$ cat src/logic/rcsog_pkg.sv
// Purpose: shared constants and types of the reference select, otp and output gate block
// Assumes: 8-bit register port, one aligned register per address
// Notes: i2c addresses are held as 7-bit values, write byte is {addr, 1'b0}
package rcsog_pkg;

	localparam int DATA_W = 8;
	localparam int ADDR_W = 8;
	localparam int NUM_CFG = 6;
	localparam int XTAL_W = 6;

	// register addresses
	localparam logic [7:0] REG_ADDR_SEL = 8'h00;
	localparam logic [7:0] REG_OUT_CTRL = 8'h10;
	localparam logic [7:0] REG_XTAL = 8'h12;
	localparam logic [7:0] REG_SRC = 8'h13;
	localparam logic [7:0] REG_DRV_EN = 8'h14;
	localparam logic [7:0] REG_GATE_EN = 8'h15;
	localparam logic [7:0] REG_OTP_CMD = 8'h72;
	localparam logic [7:0] REG_STATUS = 8'h73;

	// storage index of each configuration register
	localparam logic [2:0] IDX_ADDR_SEL = 3'h0;
	localparam logic [2:0] IDX_OUT_CTRL = 3'h1;
	localparam logic [2:0] IDX_XTAL = 3'h2;
	localparam logic [2:0] IDX_SRC = 3'h3;
	localparam logic [2:0] IDX_DRV_EN = 3'h4;
	localparam logic [2:0] IDX_GATE_EN = 3'h5;
	localparam logic [2:0] IDX_NONE = 3'h7;

	// field positions
	localparam int ADDR_SEL_BIT = 0;
	localparam int SH_BIT = 0;
	localparam int SP_BIT = 1;
	localparam int PRIMARY_SOURCE_BIT_BIT = 1;
	localparam int SM_HI_BIT = 7;
	localparam int SAVE_BIT = 3;
	localparam int RESTORE_BIT = 0;
	localparam int ST_BUSY_BIT = 0;
	localparam int ST_DIFF_BIT = 1;
	localparam int ST_SHDN_BIT = 2;
	localparam int ST_GATE_BIT = 3;

	// writable bits of each register, reserved bits read zero
	localparam logic [7:0] MASK_ADDR_SEL = 8'h01;
	localparam logic [7:0] MASK_OUT_CTRL = 8'h03;
	localparam logic [7:0] MASK_XTAL = 8'h3f;
	localparam logic [7:0] MASK_SRC = 8'hc2;
	localparam logic [7:0] MASK_OUT_BITS = 8'hff;

	// factory otp image, index 5 down to 0
	localparam logic [NUM_CFG*8-1:0] OTP_FACTORY = 48'h0007_000b_0000;

	// i2c slave addresses and command codes
	localparam logic [6:0] I2C_ADDR_DEFAULT = 7'h6a;
	localparam logic [6:0] I2C_ADDR_ALT = 7'h68;
	localparam logic [7:0] CMD_SAVE = 8'h08;
	localparam logic [7:0] CMD_RESTORE = 8'h01;

	// timing
	localparam int CLK_PERIOD_NS = 40;
	localparam int OTP_OP_NS = 2000;
	localparam int OTP_OP_CYC = (OTP_OP_NS + CLK_PERIOD_NS - 1) / CLK_PERIOD_NS;
	localparam int SW_GAP_NS = 200;
	localparam int SW_GAP_CYC = (SW_GAP_NS + CLK_PERIOD_NS - 1) / CLK_PERIOD_NS;

	typedef enum logic [1:0] {
		OUT_ACTIVE = 2'h0,
		OUT_STATIC = 2'h1,
		OUT_TRISTATE = 2'h2,
		OUT_SHUTDOWN = 2'h3
	} rcsog_out_mode_t;

	typedef enum logic [2:0] {
		I2C_IDLE = 3'h0,
		I2C_ADDR = 3'h1,
		I2C_ACK_A = 3'h2,
		I2C_DATA = 3'h3,
		I2C_ACK_D = 3'h4,
		I2C_IGNORE = 3'h5
	} rcsog_i2c_state_t;

	typedef enum logic [1:0] {
		SW_IDLE = 2'h0,
		SW_GATED = 2'h1,
		SW_SETTLE = 2'h2
	} rcsog_sw_state_t;

endpackage : rcsog_pkg

$ cat src/logic/rcsog_sw_if.sv
// Purpose: link between selection control and the glitchless source switch
// Assumes: both ends on sys_clk
// Notes: busy is high from a request until the outputs are ungated again
`timescale 1ns/1ps
interface rcsog_sw_if;
	logic want_diff;
	logic sel_diff;
	logic gate_en;
	logic busy;
	modport ctrl (output want_diff, input sel_diff, input gate_en, input busy);
	modport sw (input want_diff, output sel_diff, output gate_en, output busy);
endinterface : rcsog_sw_if

$ cat src/logic/rcsog_src_switch.sv
// Purpose: break-before-make change of the reference source
// Assumes: want_diff already synchronised to sys_clk
// Notes: outputs are gated for SW_GAP_CYC before and after the mux moves
`timescale 1ns/1ps
module rcsog_src_switch #(
	parameter int GAP_CYC = rcsog_pkg::SW_GAP_CYC
) (
	// clock and reset
	input wire logic sys_clk,
	input wire logic nrst,
	// control side
	rcsog_sw_if.sw swl
);

	if (GAP_CYC < 1 || GAP_CYC > 255) begin : g_chk
		$error("gap count out of range");
	end

	rcsog_pkg::rcsog_sw_state_t state_reg;
	logic [7:0] gap_reg;
	logic sel_reg;
	logic gate_reg;

	// gate first, move the mux while quiet, then release: no runt pulse
	always_ff @(posedge sys_clk or negedge nrst) begin
		if (!nrst) begin
			state_reg <= rcsog_pkg::SW_IDLE;
			gap_reg <= 8'h00;
			sel_reg <= 1'b0;
			gate_reg <= 1'b1;
		end else begin
			case (state_reg)
				rcsog_pkg::SW_IDLE: begin
					if (swl.want_diff != sel_reg) begin
						gate_reg <= 1'b0;
						gap_reg <= 8'(GAP_CYC - 1);
						state_reg <= rcsog_pkg::SW_GATED;
					end
				end
				rcsog_pkg::SW_GATED: begin
					if (gap_reg == 8'h00) begin
						sel_reg <= swl.want_diff;
						gap_reg <= 8'(GAP_CYC - 1);
						state_reg <= rcsog_pkg::SW_SETTLE;
					end else begin
						gap_reg <= gap_reg - 8'h01;
					end
				end
				rcsog_pkg::SW_SETTLE: begin
					if (gap_reg == 8'h00) begin
						gate_reg <= 1'b1;
						state_reg <= rcsog_pkg::SW_IDLE;
					end else begin
						gap_reg <= gap_reg - 8'h01;
					end
				end
				default: begin
					gate_reg <= 1'b1;
					state_reg <= rcsog_pkg::SW_IDLE;
				end
			endcase
		end
	end

	assign swl.sel_diff = sel_reg;
	assign swl.gate_en = gate_reg;
	assign swl.busy = (state_reg != rcsog_pkg::SW_IDLE);

endmodule : rcsog_src_switch

$ cat src/logic/rcsog_top.sv
// Purpose: reference select, crystal trim, otp save/restore and output gating control
// Assumes: pins and i2c lines are asynchronous to sys_clk, scl well below sys_clk / 4
// Notes: nrst stands for the internal power-on reset
`timescale 1ns/1ps
module rcsog_top #(
	parameter int NUM_OUT = 3,
	parameter int OTP_CYC = rcsog_pkg::OTP_OP_CYC
) (
	// clock and reset
	input wire logic sys_clk,
	input wire logic nrst,
	// register port
	input wire logic [rcsog_pkg::ADDR_W-1:0] reg_addr,
	input wire logic [rcsog_pkg::DATA_W-1:0] reg_wdata,
	input wire logic reg_wr,
	input wire logic reg_rd,
	output logic [rcsog_pkg::DATA_W-1:0] reg_rdata,
	// control pins
	input wire logic input_source_select_pin,
	input wire logic shutdown_enable_pin,
	// i2c pins
	input wire logic scl_in,
	input wire logic sda_in,
	output logic sda_out,
	output logic sda_oe_n,
	// reference and trim
	output logic ref_sel_diff,
	output logic ref_gate_en,
	output logic [rcsog_pkg::XTAL_W-1:0] crystal_load_trim,
	// outputs
	output logic [2*NUM_OUT-1:0] out_mode,
	output logic global_shutdown,
	output logic otp_busy
);

	if (NUM_OUT < 1 || NUM_OUT > 8) begin : g_chk_out
		$error("NUM_OUT must be 1 to 8");
	end
	if (OTP_CYC < 1 || OTP_CYC > 65535) begin : g_chk_otp
		$error("OTP_CYC out of range");
	end

	function automatic logic [2:0] cfg_index(input logic [7:0] a);
		case (a)
			rcsog_pkg::REG_ADDR_SEL: cfg_index = rcsog_pkg::IDX_ADDR_SEL;
			rcsog_pkg::REG_OUT_CTRL: cfg_index = rcsog_pkg::IDX_OUT_CTRL;
			rcsog_pkg::REG_XTAL: cfg_index = rcsog_pkg::IDX_XTAL;
			rcsog_pkg::REG_SRC: cfg_index = rcsog_pkg::IDX_SRC;
			rcsog_pkg::REG_DRV_EN: cfg_index = rcsog_pkg::IDX_DRV_EN;
			rcsog_pkg::REG_GATE_EN: cfg_index = rcsog_pkg::IDX_GATE_EN;
			default: cfg_index = rcsog_pkg::IDX_NONE;
		endcase
	endfunction : cfg_index

	function automatic logic [7:0] cfg_mask(input logic [2:0] idx);
		case (idx)
			rcsog_pkg::IDX_ADDR_SEL: cfg_mask = rcsog_pkg::MASK_ADDR_SEL;
			rcsog_pkg::IDX_OUT_CTRL: cfg_mask = rcsog_pkg::MASK_OUT_CTRL;
			rcsog_pkg::IDX_XTAL: cfg_mask = rcsog_pkg::MASK_XTAL;
			rcsog_pkg::IDX_SRC: cfg_mask = rcsog_pkg::MASK_SRC;
			default: cfg_mask = rcsog_pkg::MASK_OUT_BITS;
		endcase
	endfunction : cfg_mask

	logic [3:0] sync1_reg;
	logic [3:0] sync2_reg;
	logic [1:0] i2c_d_reg;
	logic sel_pin_s;
	logic sd_pin_s;
	logic scl_s;
	logic sda_s;

	always_ff @(posedge sys_clk or negedge nrst) begin
		if (!nrst) begin
			sync1_reg <= 4'hf;
			sync2_reg <= 4'hf;
			i2c_d_reg <= 2'h3;
		end else begin
			sync1_reg <= {input_source_select_pin, shutdown_enable_pin, scl_in, sda_in};
			sync2_reg <= sync1_reg;
			i2c_d_reg <= sync2_reg[1:0];
		end
	end

	assign sel_pin_s = sync2_reg[3];
	assign sd_pin_s = sync2_reg[2];
	assign scl_s = sync2_reg[1];
	assign sda_s = sync2_reg[0];

	// configuration and otp storage
	logic [7:0] cfg_reg [rcsog_pkg::NUM_CFG];
	logic [7:0] otp_reg [rcsog_pkg::NUM_CFG];
	logic [2:0] wr_idx;
	logic restore_done;
	logic save_done;
	logic busy;

	assign wr_idx = cfg_index(reg_addr);

	// register writes are dropped while an otp operation runs
	always_ff @(posedge sys_clk or negedge nrst) begin
		if (!nrst) begin
			for (int i = 0; i < rcsog_pkg::NUM_CFG; i++) begin
				cfg_reg[i] <= 8'h00;
			end
		end else if (restore_done) begin
			for (int i = 0; i < rcsog_pkg::NUM_CFG; i++) begin
				cfg_reg[i] <= otp_reg[i];
			end
		end else if (reg_wr && !busy && wr_idx != rcsog_pkg::IDX_NONE) begin
			cfg_reg[wr_idx] <= reg_wdata & cfg_mask(wr_idx);
		end
	end

	always_ff @(posedge sys_clk or negedge nrst) begin
		if (!nrst) begin
			for (int i = 0; i < rcsog_pkg::NUM_CFG; i++) begin
				otp_reg[i] <= rcsog_pkg::OTP_FACTORY[i*8 +: 8];
			end
		end else if (save_done) begin
			for (int i = 0; i < rcsog_pkg::NUM_CFG; i++) begin
				otp_reg[i] <= cfg_reg[i];
			end
		end
	end

	// i2c command slave
	rcsog_pkg::rcsog_i2c_state_t i2c_state_reg;
	logic [7:0] shift_reg;
	logic [3:0] bit_cnt_reg;
	logic [1:0] byte_cnt_reg;
	logic [7:0] cmd_reg;
	logic sda_oe_n_reg;
	logic i2c_save;
	logic i2c_restore;
	logic scl_rise;
	logic scl_fall;
	logic i2c_start;
	logic i2c_stop;
	logic addr_match;
	logic [6:0] my_addr;

	assign scl_rise = scl_s && !i2c_d_reg[1];
	assign scl_fall = !scl_s && i2c_d_reg[1];
	assign i2c_start = scl_s && i2c_d_reg[1] && i2c_d_reg[0] && !sda_s;
	assign i2c_stop = scl_s && i2c_d_reg[1] && !i2c_d_reg[0] && sda_s;
	assign my_addr = cfg_reg[rcsog_pkg::IDX_ADDR_SEL][rcsog_pkg::ADDR_SEL_BIT] ?
		rcsog_pkg::I2C_ADDR_ALT : rcsog_pkg::I2C_ADDR_DEFAULT;
	// only a write-direction address byte is claimed
	assign addr_match = (shift_reg[7:1] == my_addr) && !shift_reg[0];
	assign i2c_save = i2c_stop && i2c_state_reg != rcsog_pkg::I2C_IDLE &&
		byte_cnt_reg == 2'h1 && cmd_reg == rcsog_pkg::CMD_SAVE;
	assign i2c_restore = i2c_stop && i2c_state_reg != rcsog_pkg::I2C_IDLE &&
		byte_cnt_reg == 2'h1 && cmd_reg == rcsog_pkg::CMD_RESTORE;

	always_ff @(posedge sys_clk or negedge nrst) begin
		if (!nrst) begin
			i2c_state_reg <= rcsog_pkg::I2C_IDLE;
			shift_reg <= 8'h00;
			bit_cnt_reg <= 4'h0;
			byte_cnt_reg <= 2'h0;
			cmd_reg <= 8'h00;
			sda_oe_n_reg <= 1'b1;
		end else if (i2c_stop) begin
			i2c_state_reg <= rcsog_pkg::I2C_IDLE;
			sda_oe_n_reg <= 1'b1;
		end else if (i2c_start) begin
			i2c_state_reg <= rcsog_pkg::I2C_ADDR;
			bit_cnt_reg <= 4'h0;
			byte_cnt_reg <= 2'h0;
			sda_oe_n_reg <= 1'b1;
		end else if (scl_rise) begin
			shift_reg <= {shift_reg[6:0], sda_s};
			bit_cnt_reg <= bit_cnt_reg + 4'h1;
		end else if (scl_fall) begin
			case (i2c_state_reg)
				rcsog_pkg::I2C_ADDR: begin
					if (bit_cnt_reg == 4'h8) begin
						if (addr_match && !busy) begin
							sda_oe_n_reg <= 1'b0;
							i2c_state_reg <= rcsog_pkg::I2C_ACK_A;
						end else begin
							i2c_state_reg <= rcsog_pkg::I2C_IGNORE;
						end
					end
				end
				rcsog_pkg::I2C_DATA: begin
					if (bit_cnt_reg == 4'h8) begin
						if (!busy) begin
							sda_oe_n_reg <= 1'b0;
							i2c_state_reg <= rcsog_pkg::I2C_ACK_D;
							if (byte_cnt_reg == 2'h0) begin
								cmd_reg <= shift_reg;
							end
							if (byte_cnt_reg != 2'h3) begin
								byte_cnt_reg <= byte_cnt_reg + 2'h1;
							end
						end else begin
							i2c_state_reg <= rcsog_pkg::I2C_IGNORE;
						end
					end
				end
				rcsog_pkg::I2C_ACK_A, rcsog_pkg::I2C_ACK_D: begin
					sda_oe_n_reg <= 1'b1;
					bit_cnt_reg <= 4'h0;
					i2c_state_reg <= rcsog_pkg::I2C_DATA;
				end
				rcsog_pkg::I2C_IDLE, rcsog_pkg::I2C_IGNORE: begin
					sda_oe_n_reg <= 1'b1;
				end
				default: begin
					sda_oe_n_reg <= 1'b1;
					i2c_state_reg <= rcsog_pkg::I2C_IDLE;
				end
			endcase
		end
	end

	assign sda_out = 1'b0;
	assign sda_oe_n = sda_oe_n_reg;

	// otp sequencer
	logic boot_pend_reg;
	logic op_run_reg;
	logic op_save_reg;
	logic [15:0] op_cnt_reg;
	logic bus_save;
	logic bus_restore;
	logic req_save;
	logic req_restore;

	assign bus_save = reg_wr && reg_addr == rcsog_pkg::REG_OTP_CMD &&
		reg_wdata[rcsog_pkg::SAVE_BIT];
	assign bus_restore = reg_wr && reg_addr == rcsog_pkg::REG_OTP_CMD &&
		reg_wdata[rcsog_pkg::RESTORE_BIT];
	// save wins when both are asked in one cycle, except against the pending boot restore
	assign req_save = bus_save || i2c_save;
	assign req_restore = boot_pend_reg || bus_restore || i2c_restore;
	assign busy = op_run_reg || boot_pend_reg;
	assign restore_done = op_run_reg && !op_save_reg && op_cnt_reg == 16'h0000;
	assign save_done = op_run_reg && op_save_reg && op_cnt_reg == 16'h0000;

	always_ff @(posedge sys_clk or negedge nrst) begin
		if (!nrst) begin
			boot_pend_reg <= 1'b1;
			op_run_reg <= 1'b0;
			op_save_reg <= 1'b0;
			op_cnt_reg <= 16'h0000;
		end else if (op_run_reg) begin
			if (op_cnt_reg == 16'h0000) begin
				op_run_reg <= 1'b0;
			end else begin
				op_cnt_reg <= op_cnt_reg - 16'h0001;
			end
		end else if (req_save || req_restore) begin
			boot_pend_reg <= 1'b0;
			op_run_reg <= 1'b1;
			op_save_reg <= req_save && !boot_pend_reg;
			op_cnt_reg <= 16'(OTP_CYC - 1);
		end
	end

	assign otp_busy = busy;

	// reference selection
	rcsog_sw_if swl ();
	logic want_diff_reg;
	logic manual_mode;

	assign manual_mode = !cfg_reg[rcsog_pkg::IDX_SRC][rcsog_pkg::SM_HI_BIT];

	always_ff @(posedge sys_clk or negedge nrst) begin
		if (!nrst) begin
			want_diff_reg <= 1'b0;
		end else if (manual_mode && !busy) begin
			want_diff_reg <= sel_pin_s ^ cfg_reg[rcsog_pkg::IDX_SRC][rcsog_pkg::PRIMARY_SOURCE_BIT_BIT];
		end
	end

	assign swl.want_diff = want_diff_reg;

	rcsog_src_switch #(
		.GAP_CYC(rcsog_pkg::SW_GAP_CYC)
	) u_switch (
		.sys_clk(sys_clk),
		.nrst(nrst),
		.swl(swl)
	);

	assign ref_sel_diff = swl.sel_diff;
	assign ref_gate_en = swl.gate_en;

	assign crystal_load_trim = cfg_reg[rcsog_pkg::IDX_XTAL][rcsog_pkg::XTAL_W-1:0];

	// output gating
	logic pin_func_sd;
	logic pin_pol;
	logic shutdown_now;
	logic pin_disable;
	logic [2*NUM_OUT-1:0] mode_next;
	logic [2*NUM_OUT-1:0] mode_reg;
	logic shdn_reg;

	assign pin_func_sd = cfg_reg[rcsog_pkg::IDX_OUT_CTRL][rcsog_pkg::SH_BIT];
	assign pin_pol = cfg_reg[rcsog_pkg::IDX_OUT_CTRL][rcsog_pkg::SP_BIT];
	assign shutdown_now = pin_func_sd && sd_pin_s;
	assign pin_disable = sd_pin_s ^ pin_pol;

	always_comb begin
		mode_next = '0;
		for (int i = 0; i < NUM_OUT; i++) begin
			if (busy) begin
				mode_next[2*i +: 2] = rcsog_pkg::OUT_TRISTATE;
			end else if (shutdown_now) begin
				mode_next[2*i +: 2] = rcsog_pkg::OUT_SHUTDOWN;
			end else if (!cfg_reg[rcsog_pkg::IDX_DRV_EN][i]) begin
				mode_next[2*i +: 2] = rcsog_pkg::OUT_TRISTATE;
			end else if (cfg_reg[rcsog_pkg::IDX_GATE_EN][i] && pin_disable) begin
				mode_next[2*i +: 2] = rcsog_pkg::OUT_STATIC;
			end else begin
				mode_next[2*i +: 2] = rcsog_pkg::OUT_ACTIVE;
			end
		end
	end

	always_ff @(posedge sys_clk or negedge nrst) begin
		if (!nrst) begin
			mode_reg <= {NUM_OUT{rcsog_pkg::OUT_TRISTATE}};
			shdn_reg <= 1'b0;
		end else begin
			mode_reg <= mode_next;
			shdn_reg <= shutdown_now && !busy;
		end
	end

	assign out_mode = mode_reg;
	assign global_shutdown = shdn_reg;

	// read port, data valid only in the cycle after the strobe
	logic [2:0] rd_idx;
	logic [7:0] rd_val;

	assign rd_idx = cfg_index(reg_addr);

	always_comb begin
		rd_val = 8'h00;
		if (rd_idx != rcsog_pkg::IDX_NONE) begin
			rd_val = cfg_reg[rd_idx];
		end else if (reg_addr == rcsog_pkg::REG_OTP_CMD) begin
			rd_val = 8'h00;
		end else if (reg_addr == rcsog_pkg::REG_STATUS) begin
			rd_val[rcsog_pkg::ST_BUSY_BIT] = busy;
			rd_val[rcsog_pkg::ST_DIFF_BIT] = swl.sel_diff;
			rd_val[rcsog_pkg::ST_SHDN_BIT] = shdn_reg;
			rd_val[rcsog_pkg::ST_GATE_BIT] = swl.gate_en;
		end
	end

	always_ff @(posedge sys_clk or negedge nrst) begin
		if (!nrst) begin
			reg_rdata <= 8'h00;
		end else if (reg_rd) begin
			reg_rdata <= rd_val;
		end else begin
			reg_rdata <= 8'h00;
		end
	end

endmodule : rcsog_top
$ cat config.mk
export PLATFORM = sky130hd
export DESIGN_NAME = rcsog_top
export DESIGN_NICKNAME = d
export VERILOG_FILES = /design/src/logic/rcsog_pkg.sv /design/src/logic/rcsog_sw_if.sv /design/src/logic/rcsog_src_switch.sv /design/src/logic/rcsog_top.sv
export SDC_FILE = /design/constraint.sdc
export NUM_CORES = 1
export LEC_CHECK = 0
export BUFFER_PORTS_ARGS = -buffer_cell sky130_fd_sc_hd__buf_2
export CORE_MARGIN = 3
export CORE_UTILIZATION = 45
export CTS_CLUSTER_DIAMETER = 100
export CTS_CLUSTER_SIZE = 16
export DETAILED_ROUTE_END_ITERATION = 6
export GPL_TIMING_DRIVEN = 0
export SLEW_MARGIN = 10
export SYNTH_ARGS = -nofsm -noshare
export SYNTH_HDL_FRONTEND = slang
export SYNTH_SLANG_ARGS = --single-unit
$ cat constraint.sdc
create_clock -name sys_clk -period 3.75 [get_ports sys_clk]
set_input_delay 0.5625 -clock sys_clk [delete_from_list [all_inputs] [get_ports sys_clk]]
set_output_delay 0.5625 -clock sys_clk [all_outputs]
set_load 0.01 [all_outputs]
==> run metrics, run 1 <==
# diodes=0; most common cell after layout, fill and taps aside=dfrtp_1; Antenna Violating Nets Remaining=0; max FFs per register=48; TritonCTS Buffers=17; CTS Hold Bufs=0; RSZ-0062 raised after global routing=no; clock network power share=0.415; Main synth FF type=dfrtp_1; Setup Skew=0.00727 ns; Reg clk slew, reported paths=about 0.07 ns; HP Class=in2async; WP data arrival=3.33 ns; register area share after synthesis=0.528; GR Overflow Total=0; Yosys warnings=0; Required @ worst endpoint=4.07 ns; Final GP Congestion=0.923; Worst Max-Slew Pin Slew=approximately 1 ns; sw power=0.00105 W; Leak=4.28 nW; # resized after CTS=0; pre-CTS setup slack=0.594 ns; I/O Pins=50; setup ws final=0.737 ns; Cell Area, Synth=8530 um^2; DRT iter0 DRCs=437; Rel. slew slack=0.335; Post-DP HPWL=~15000 um; initial antenna violation count=0; final hold slack=just under 0.09 ns; min Tclk post-route=3.01 ns; Mapped Nets=820; fin area=around 9700 um^2; outcome=finished clean; Sw Share=0.248; # setup viols final=0; #FFs+latches synth=179; row count=49; synth unique cells=70; wire per inst=19.0 um; Gate Count Post-Synth=781; die height=144 um; global-route wire length before repair=33400 um; final hold violation count=0; largest net degree at the start of global routing=107; drt pass-1 iters=5; number of remaining DRC errors=0; GR Util All Layers=0.208; nets=886; Fillers=1630; slowest CP cell=or4_4; Total Wirelength=20700 um; Clock Sinks=179; r2r setup slk=0.74 ns; CP max stage delay=0.59 ns; post-CTS setup buffers=0; vias=approximately 6300; Initial Util=0.467; Buffers on Ports=46; most frequent cells in the layout=dfrtp_1, nand2_1, mux2_2; Synth async-reset ratio=1.00; Core Area=18300 um^2; Post-synth EDFFs=0; share of cells above drive strength 1=0.235; overall die width=144 um; Reg power frac=0.490; VDD IR max=321 uV; H-tree depth=4; internal power=0.00318 W; Root Driver=clkbuf_16; TritonCTS clock tree=built; pwr/cell area=437 nW/um^2; critical path type=reg2reg; max cap viols=0; vias in the first global route=6263; crit-path cells=or4_4, or4_4, nor2_1, and3_1, buf_4, buf_6, mux2_2; FMAX=332 MHz; full die area=roughly 21000 um^2; startpoint types=register; crit-path max FO=10; Crit. End Element=register; fin. max-slew vios=0; Crit path top cell by count=or4_4; Gate power share=0.095; DP Area=approximately 9000 um^2; clk buf depth=2; later-pin clock latency in the skew report=between 0.4 and 0.5 ns; Tcrit/Tclk final=0.803; vias per inst=5.78; Mean Syn Cell Area=10.9 um^2; Synth-to-Final Area Change=13.3%
[synthesized netlist by cell type, drive strengths merged, types with 8 or more instances]
cell type,number,share of area
dfrtp,157,0.46
nand2,90,0.040
mux2,66,0.087
o21ai,60,0.035
nor2,34,0.015
nand3,27,0.016
buf,23,0.019
dfstp,22,0.068
clkbuf,21,0.0092
inv,21,0.0092
mux2i,20,0.023
ha,15,0.022
a21oi,14,0.0082
or2,13,0.0095
o211ai,12,0.011
a22o,10,0.010
nand2b,10,0.0073
a31oi,9,0.0066
nor3,9,0.0059
or3,9,0.0066
xor2,9,0.0092
a221oi,8,0.0082
or4,8,0.0079
[worst max-delay path, delay by kind of cell, from the launching register on]
kind,cells,cell delay [ns]
multiplexers,1,0.35
AND/OR/NAND/NOR,4,1.66
flip-flops,1,0.44
buffers and inverters,2,0.44
[layer usage]
metal / routed length (um) / track usage / up-vias
li1: - / - / 2955
met1: 10100 / 0.296 / 3175
met2: 9550 / 0.324 / 140
met3: 844 / 0.0409 / 22
met4: 293 / 0.0664 / 0
met5: 0 / 0 / -
[power by group through the flow]
stage	Clock, W	Sequential [W]	Combinational [W]
after global placement	0	0.00210	0.000377
after detailed placement	0	0.00211	0.000403
final	0.00175	0.00207	0.000403
after global routing	0.00187	0.00208	0.000463
after floorplan	0	0.00209	0.000276
after CTS	0.00180	0.00207	0.000405
[through the flow]
step                      setup TNS, ns  total power [W]  cells  utilization
final                                 0          0.00423   1089        0.529
after floorplan                       0          0.00236    781            -
after global placement           -88.92          0.00248   1056        0.495
after detailed placement              0          0.00251   1057        0.497
after global routing                  0          0.00442   1089        0.529
after CTS                             0          0.00427   1089        0.529
[layout make-up]
class / instances / area (um^2) / area share
buffer: 44 / 244 / 0.0252
clock buffer: 21 / 450 / 0.0466
multi-input combinational: 536 / 3700 / 0.383
clock inverter: 11 / 128 / 0.0132
tap: 229 / 287 / 0.0296
timing repair buffer: 47 / 268 / 0.0277
sequential: 179 / 4510 / 0.466
inverter: 22 / 82.6 / 0.00854
[kinds of logic after synthesis]
| group | Yosys count | share of synthesized area |
|---|---|---|
| compound gates | 165 | 0.129 |
| simple gates | 253 | 0.155 |
| xor+xnor | 16 | 0.0164 |
| other cells | 1 | 0.000439 |
| mux | 86 | 0.111 |
| buf+inv | 66 | 0.0383 |
| fa+ha+maj | 15 | 0.0220 |
| flops | 179 | 0.528 |
[worst paths after layout]
kind	from	end	cells past startpoint
min in group sys_clk	sda_in	sync1_reg[0]$_DFF_PN1_	1
min reg2reg	sync1_reg[1]$_DFF_PN1_	sync2_reg[1]$_DFF_PN1_	0
min	nrst	u_switch.gap_reg[3]$_DFFE_PN0P_	1
max reg2reg	op_cnt_reg[4]$_DFFE_PN0P_	otp_reg[43]$_DFFE_PN0P_	7
max	op_cnt_reg[4]$_DFFE_PN0P_	otp_reg[43]$_DFFE_PN0P_	7
max in group asynchronous	nrst	otp_reg[9]$_DFFE_PN1P_	2
Power figures use the tool's default switching activity.
==> run 2, diff against run 1 <==
--- a/config.mk
+++ b/config.mk
@@ -5,6 +5,7 @@
 export SDC_FILE = /design/constraint.sdc
 export NUM_CORES = 1
 export LEC_CHECK = 0
+export ABC_AREA = 1
 export BUFFER_PORTS_ARGS = -buffer_cell sky130_fd_sc_hd__buf_2
 export CORE_MARGIN = 3
 export CORE_UTILIZATION = 45
==> constraint.sdc (replaced) <==
create_clock -name sys_clk -period 3 [get_ports sys_clk]
set_input_delay 0.45 -clock sys_clk [delete_from_list [all_inputs] [get_ports sys_clk]]
set_output_delay 0.45 -clock sys_clk [all_outputs]
set_load 0.01 [all_outputs]
==> run 2 against run 1 <==
Net effect: fmax grew 32%; global-route usage shrank 0.28 points; worst hold slack gained 0.020 ns; synthesized cell count grew 39%; clock power grew 28%; sequential share of layout area shrank 2.3 points; largest cell class unchanged; critical endpoint is now crystal_load_trim[2]$_DFFE_PN0P_; non-clock buffer count shrank 5; via count grew 14%; combinational power shrank 19%; sequential power grew 22%; total power grew 21%.
==> run metrics, run 2 <==
outcome=finished clean; top cell type's share of synthesized area=0.438; Total Wirelength=21200 um; #FFs+latches synth=between 150 and 200; I/O Pins=50; critical path type=reg2reg; largest family of logic cells by synthesized area=simple AND/OR/NAND/NOR gates; most frequent cells in the layout=nand2_1, dfrtp_1, inv_1; Buffers on Ports=48; fin. max-slew vios=0; H-tree depth=4; clk buf depth=2; Post-Synth Adder-Cell Area=0.0209; Initial Util=0.468; min-delay src=scl_in; most common cell in the netlist=nand2_1; r2r setup slk=about 0.71 ns; wire per inst=14.8 um; largest net degree at the start of global routing=109; Antenna Violating Nets Remaining=0; FMAX=437 MHz; synth top area cells=dfrtp_1, nand2_1, dfstp_2; GR Overflow Total=0; final hold slack=around 0.11 ns; setup ws final=0.713 ns; Util after Layout=0.531; # setup viols final=0; register area share after synthesis=0.503; pwr/cell area=502 nW/um^2; Leak=4.87 nW; Clock Sinks=roughly 180; multi-input logic area=roughly 3600 um^2; Gate Count Post-Synth=1084; initial antenna violation count=0; Synth Area in XOR/XNOR=0.0215; post-CTS setup buffers=0; # resized after CTS=0; Hold Path Depth=1; CTS Hold Bufs=1; largest area contributor in the netlist=dfrtp_1; Required @ worst endpoint=3.31 ns; full die area=21600 um^2; synth cell count leaders=nand2_1, dfrtp_1, inv_1; WP data arrival=~2.6 ns; Cell Area, Synth=8960 um^2; Post-DP HPWL=~15000 um; max FFs per register=48; Crit. End Element=register; DRT iter0 DRCs=555; Mapped Nets=1123; Post-synth EDFFs=0; Root Driver=clkbuf_16; Setup Skew=0.0101 ns; drt pass-1 iters=7; overall die width=147 um; Critical R2R Launch=op_run_reg$_DFF_PN0_; post-synthesis mux area share=0; Hold EP=sync1_reg[1]$_DFF_PN1_; Rel. slew slack=0.626; Synth Area in Simple Gates=0.244; row count=50; die height=147 um; nets=approximately 1200; number of remaining DRC errors=0; most common cell after layout, fill and taps aside=nand2_1; VDD IR max=~370 uV; RSZ-0062 raised after global routing=no; vias per inst=5.05; Pwr Total=0.00510 W; vias=7197; # diodes=0; worst reg2reg endpoint=crystal_load_trim[2]$_DFFE_PN0P_; pre-CTS setup slack=about 0.73 ns; max cap viols=0; Worst Max-Slew Pin Slew=0.561 ns; TritonCTS Buffers=17; Synth-to-Final Area Change=13.4%; Final GP Congestion=roughly 0.83; HP Class=in2reg; global-route wire length before repair=35900 um; Tcrit/Tclk final=0.762; crit-path max FO=9; Fillers=between 1500 and 2000; Core Area=about 19000 um^2; GR Util All Layers=0.205; vias in the first global route=7108; Mean Syn Cell Area=8.27 um^2; startpoint types=register; Yosys warnings=0; Main synth FF type=dfrtp_1; Storage cell area=4510 um^2; R2R cell count=8; area fraction in compound gates after synthesis=0.116; TritonCTS clock tree=built; min Tclk post-route=2.29 ns; later-pin clock latency in the skew report=around 0.43 ns; Synth async-reset ratio=1.00; synth unique cells=40; share of cells above drive strength 1=0.152; final hold violation count=0; Reg clk slew, reported paths=0.07 ns
## run 2: cell count changes after synthesis, moves of 39 or more
cell	before	now
nor2_1	34	76
inv_1	21	151
nand3_1	27	97
nand2_1	90	289
mux2_2	62	0
o21ai_1	0	39
## run 2: how the worst max path moves through the flow
stage                           start                          endpoint  slack, ns  cells past startpoint
2_1_floorplan  sync2_reg[1]$_DFF_PN1_      i2c_state_reg[0]$_DFFE_PN0P_       1.19                     11
3_3_place_gp                     nrst   u_switch.gap_reg[5]$_DFFE_PN0P_      -1.48                      1
3_5_place_dp     op_run_reg$_DFF_PN0_  crystal_load_trim[0]$_DFFE_PN0P_       0.73                      8
4_1_cts          op_run_reg$_DFF_PN0_  crystal_load_trim[4]$_DFFE_PN0P_       0.73                      8
5_1_grt        sync2_reg[1]$_DFF_PN1_      i2c_state_reg[1]$_DFFE_PN0P_       0.53                     11
6_report         op_run_reg$_DFF_PN0_  crystal_load_trim[2]$_DFFE_PN0P_       0.71                      8
## run 2: cells by family (layout without fill, tap and decap cells)
group / Yosys count / in the layout
other: 1 / 1
xor gates and xnor gates: 22 / 22
DFF: 179 / 179
adders and majority gates: 15 / 15
AOI/OAI and AO/OA: 165 / 165
and+or+nand+nor: 510 / 510
buffers and inverters: 192 / 274
## run 2: area by class of cell
cell class                      count  area share
Buffer                             36      0.0249
Clock buffer                       21      0.0453
Clock inverter                     11      0.0126
Inverter                          156      0.0576
Multi-Input combinational cell    713       0.356
Sequential cell                   179       0.443
Tap cell                          260      0.0320
Timing Repair Buffer               50      0.0283
## run 2: layer usage
metal | track usage | share of wire | routed length (um) | vias up
met2 | 0.327 | 0.46 | 9790 | 145
met3 | 0.0382 | 0.045 | 947 | 32
met5 | 0 | 0 | 0 | -
li1 | - | - | - | 3612
met4 | 0.0620 | 0.019 | 405 | 0
met1 | 0.288 | 0.47 | 10000 | 3408
## run 2: where the power goes
group	switching, W	leakage (nW)	total (W)	internal (W)
clock network	0.000965	0.280	0.00224	0.00128
logic	0.000224	2.50	0.000328	0.000105
registers	0.0000431	2.09	0.00253	0.00249
total	0.00123	4.87	0.00510	0.00387
## run 2: through the flow
| step | instances | instance area, um^2 | TNS (ns) |
|---|---|---|---|
| 4_1_cts | 1426 | 10200 | 0 |
| 3_3_place_gp | 1392 | 9530 | -237.80 |
| 2_1_floorplan | 1084 | 8960 | 0 |
| 5_1_grt | 1426 | 10200 | 0 |
| 3_5_place_dp | 1393 | 9570 | 0 |
| 6_report | 1426 | 10200 | 0 |
## run 2: worst max-delay path, stage by stage (launching register included)
cell	delay [ns]
dfrtp_1	0.49
nor2_4	0.32
inv_2	0.20
nor2_2	0.24
nand2_1	0.15
o21ai_1	0.36
inv_1	0.22
nand2_1	0.12
o211ai_2	0.07
==> run 3, diff against run 2 <==
--- a/config.mk
+++ b/config.mk
@@ -5,7 +5,7 @@
 export SDC_FILE = /design/constraint.sdc
 export NUM_CORES = 1
 export LEC_CHECK = 0
-export ABC_AREA = 1
+export ABC_AREA = 0
 export BUFFER_PORTS_ARGS = -buffer_cell sky130_fd_sc_hd__buf_2
 export CORE_MARGIN = 3
 export CORE_UTILIZATION = 45
==> constraint.sdc (replaced) <==
create_clock -name sys_clk -period 2.2 [get_ports sys_clk]
set_input_delay 0.33 -clock sys_clk [delete_from_list [all_inputs] [get_ports sys_clk]]
set_output_delay 0.33 -clock sys_clk [all_outputs]
set_load 0.01 [all_outputs]
==> run 3 against run 2 <==
Net effect: clock power up 49%; total power up 50%; largest cell class unchanged; register-to-register slack worse by 1.1 ns; fmax down 12%; critical path type unchanged; the flow now finishes with violations (setup timing).
==> run metrics, run 3 (synthesis gave the netlist of run 1 again) <==
vias in the first global route=a little under 7000; Pwr Total=approximately 0.0077 W; Buffers on Ports=46; Synth-to-Final Area Change=27.2%; VDD IR max=between 500 and 600 uV; H-tree depth=4; vias per inst=approximately 5.8; Setup Skew=0.00998 ns; critical path type=reg2reg; Storage cell area=between 4000 and 5000 um^2; vias=6613; Rel. slew slack=0.447; most frequent cells in the layout=dfrtp_1, nand2_1, mux2_4; GR Layer Usage met1=0.301; Sw Share=0.249; # diodes=0; overall die width=144 um; DP Area=9180 um^2; Antenna Violating Nets Remaining=0; initial antenna violation count=0; Core Area=18300 um^2; Initial Util=0.467; HP Class=in2reg; multi-input logic area=between 4000 and 5000 um^2; slowest CP cell=or4_4; largest net degree at the start of global routing=about 100; startpoint types=register; drt pass-1 iters=5; crit-path max FO=10; final setup TNS=-29.79 ns; max FFs per register=48; Final GP Congestion=0.963; max cap viols=0; FMAX=386 MHz; later-pin clock latency in the skew report=0.43 ns; GR Util All Layers=0.220; clock network power share=0.435; worst reg2reg endpoint=cfg_reg[1]$_DFFE_PN0P_; internal power=0.00575 W; final hold violation count=0; # setup viols final=113; Fillers=1495; Reg power frac=0.462; global-route wire length before repair=around 36000 um; min-delay src=reg_wdata[6]; number of remaining DRC errors=0; Gate power share=0.103; Critical Path Stages=8; Crit. Startpoint=op_cnt_reg[5]$_DFFE_PN0P_; Worst Max-Slew Pin Slew=0.830 ns; Required @ worst endpoint=approximately 2.5 ns; DRT iter0 DRCs=416; min Tclk post-route=2.59 ns; Post-DP HPWL=14600 um; Reg clk slew, reported paths=0.07 ns; Crit path top cell by count=or4_4; pwr/cell area=705 nW/um^2; most common cell after layout, fill and taps aside=dfrtp_1; met2 global-route usage=0.356; wire per inst=about 20 um; Tcrit/Tclk final=1.18; Worst Setup EP=cfg_reg[1]$_DFFE_PN0P_; share of cells above drive strength 1=0.341; nets=928; row count=49; TritonCTS clock tree=built; RSZ-0062 raised after global routing=yes; Worst path top cell family by delay=simple AND/OR/NAND/NOR gates; R2R cell count=8; final hold slack=between 0.2 and 0.25 ns; I/O Pins=50; crit-path cells=or4_4, or4_4, buf_6, or3_4, buf_8, buf_12, nand3_2, o211ai_1; r2r setup slk=-0.39 ns; Critical R2R Launch=op_cnt_reg[5]$_DFFE_PN0P_; CP max stage delay=roughly 0.55 ns; die height=144 um; setup ws final=-0.393 ns; clk buf depth=2; TritonCTS Buffers=17; Total Wirelength=~22000 um; full die area=20700 um^2; Crit. End Element=register; busiest grt layer=met2; fin. max-slew vios=0; WP data arrival=~2.9 ns; failing checks=setup timing; sw power=0.00191 W; CP Buf/Inv Count=3; met3 Use GR=0.0463; fin area=10900 um^2; GR Overflow Total=0; outcome=complete, but fails checks; Clock Sinks=179; Leak=4.78 nW; Root Driver=clkbuf_16
## run 3: changes by cell type in the layout (fill, tap and decap cells not counted), moves of 19 or more
| cell | delta |
|---|---|
| nand2_1 | -201 |
| o21ai_1 | -31 |
| inv_1 | -131 |
| buf_4 | +19 |
| mux2i_1 | +20 |
| nand3_1 | -79 |
| mux2_4 | +48 |
| o22ai_1 | -19 |
| nor2_1 | -51 |
## run 3: stage by stage
stage          worst slack, ns  utilization  instances
6_report                -0.393        0.594       1131
5_1_grt                 -0.441        0.594       1131
4_1_cts                 -0.411        0.581       1118
3_5_place_dp            -0.699        0.502       1057
3_3_place_gp             -1.89        0.500       1056
2_1_floorplan           -0.300            -        781
## run 3: routing by layer
metal,up-vias,routed length (um)
met1,3332,10000
met2,201,10700
met3,43,1180
met4,0,454
met5,-,0
li1,3037,-
## run 3: power groups by stage
| stage | Combinational (W) | Clock, W | Sequential, W |
|---|---|---|---|
| 5_1_grt | 0.000876 | 0.00353 | 0.00355 |
| 3_3_place_gp | 0.000649 | 0 | 0.00358 |
| 2_1_floorplan | 0.000480 | 0 | 0.00356 |
| 4_1_cts | 0.000768 | 0.00339 | 0.00354 |
| 3_5_place_dp | 0.000712 | 0 | 0.00359 |
| 6_report | 0.000789 | 0.00333 | 0.00354 |
## run 3: area by class of cell
class | instances | area share
Sequential cell | 179 | 0.415
Multi-Input combinational cell | 536 | 0.382
Timing Repair Buffer | 92 | 0.0705
Clock buffer | 20 | 0.0421
Tap cell | 229 | 0.0264
Inverter | 22 | 0.00772
Clock inverter | 12 | 0.0179
Buffer | 41 | 0.0378
## run 3: worst min-delay path, cell delays in order
cell	delay, ns
buf_2	0.13
nand3_1	0.07
a31oi_1	0.08
## run 3: repair_timing
action / CTS / global route
setup endpoints to repair: 143 / 132
pin swaps: 7 / 8
gates resized for setup: 130 / 29
gates cloned: 3 / 3
hold buffers: 5 / 0
buffers inserted: 23 / 11
endpoints found under the hold margin: 74 / 0
## run 3: worst min path at each step
stage | end | depth (start not counted)
2_1_floorplan | bit_cnt_reg[0]$_DFFE_PN0P_ | 0
3_3_place_gp | sync2_reg[1]$_DFF_PN1_ | 0
3_5_place_dp | sync2_reg[3]$_DFF_PN1_ | 0
4_1_cts | cfg_reg[22]$_DFFE_PN0P_ | 3
5_1_grt | cfg_reg[22]$_DFFE_PN0P_ | 3
6_report | cfg_reg[22]$_DFFE_PN0P_ | 3
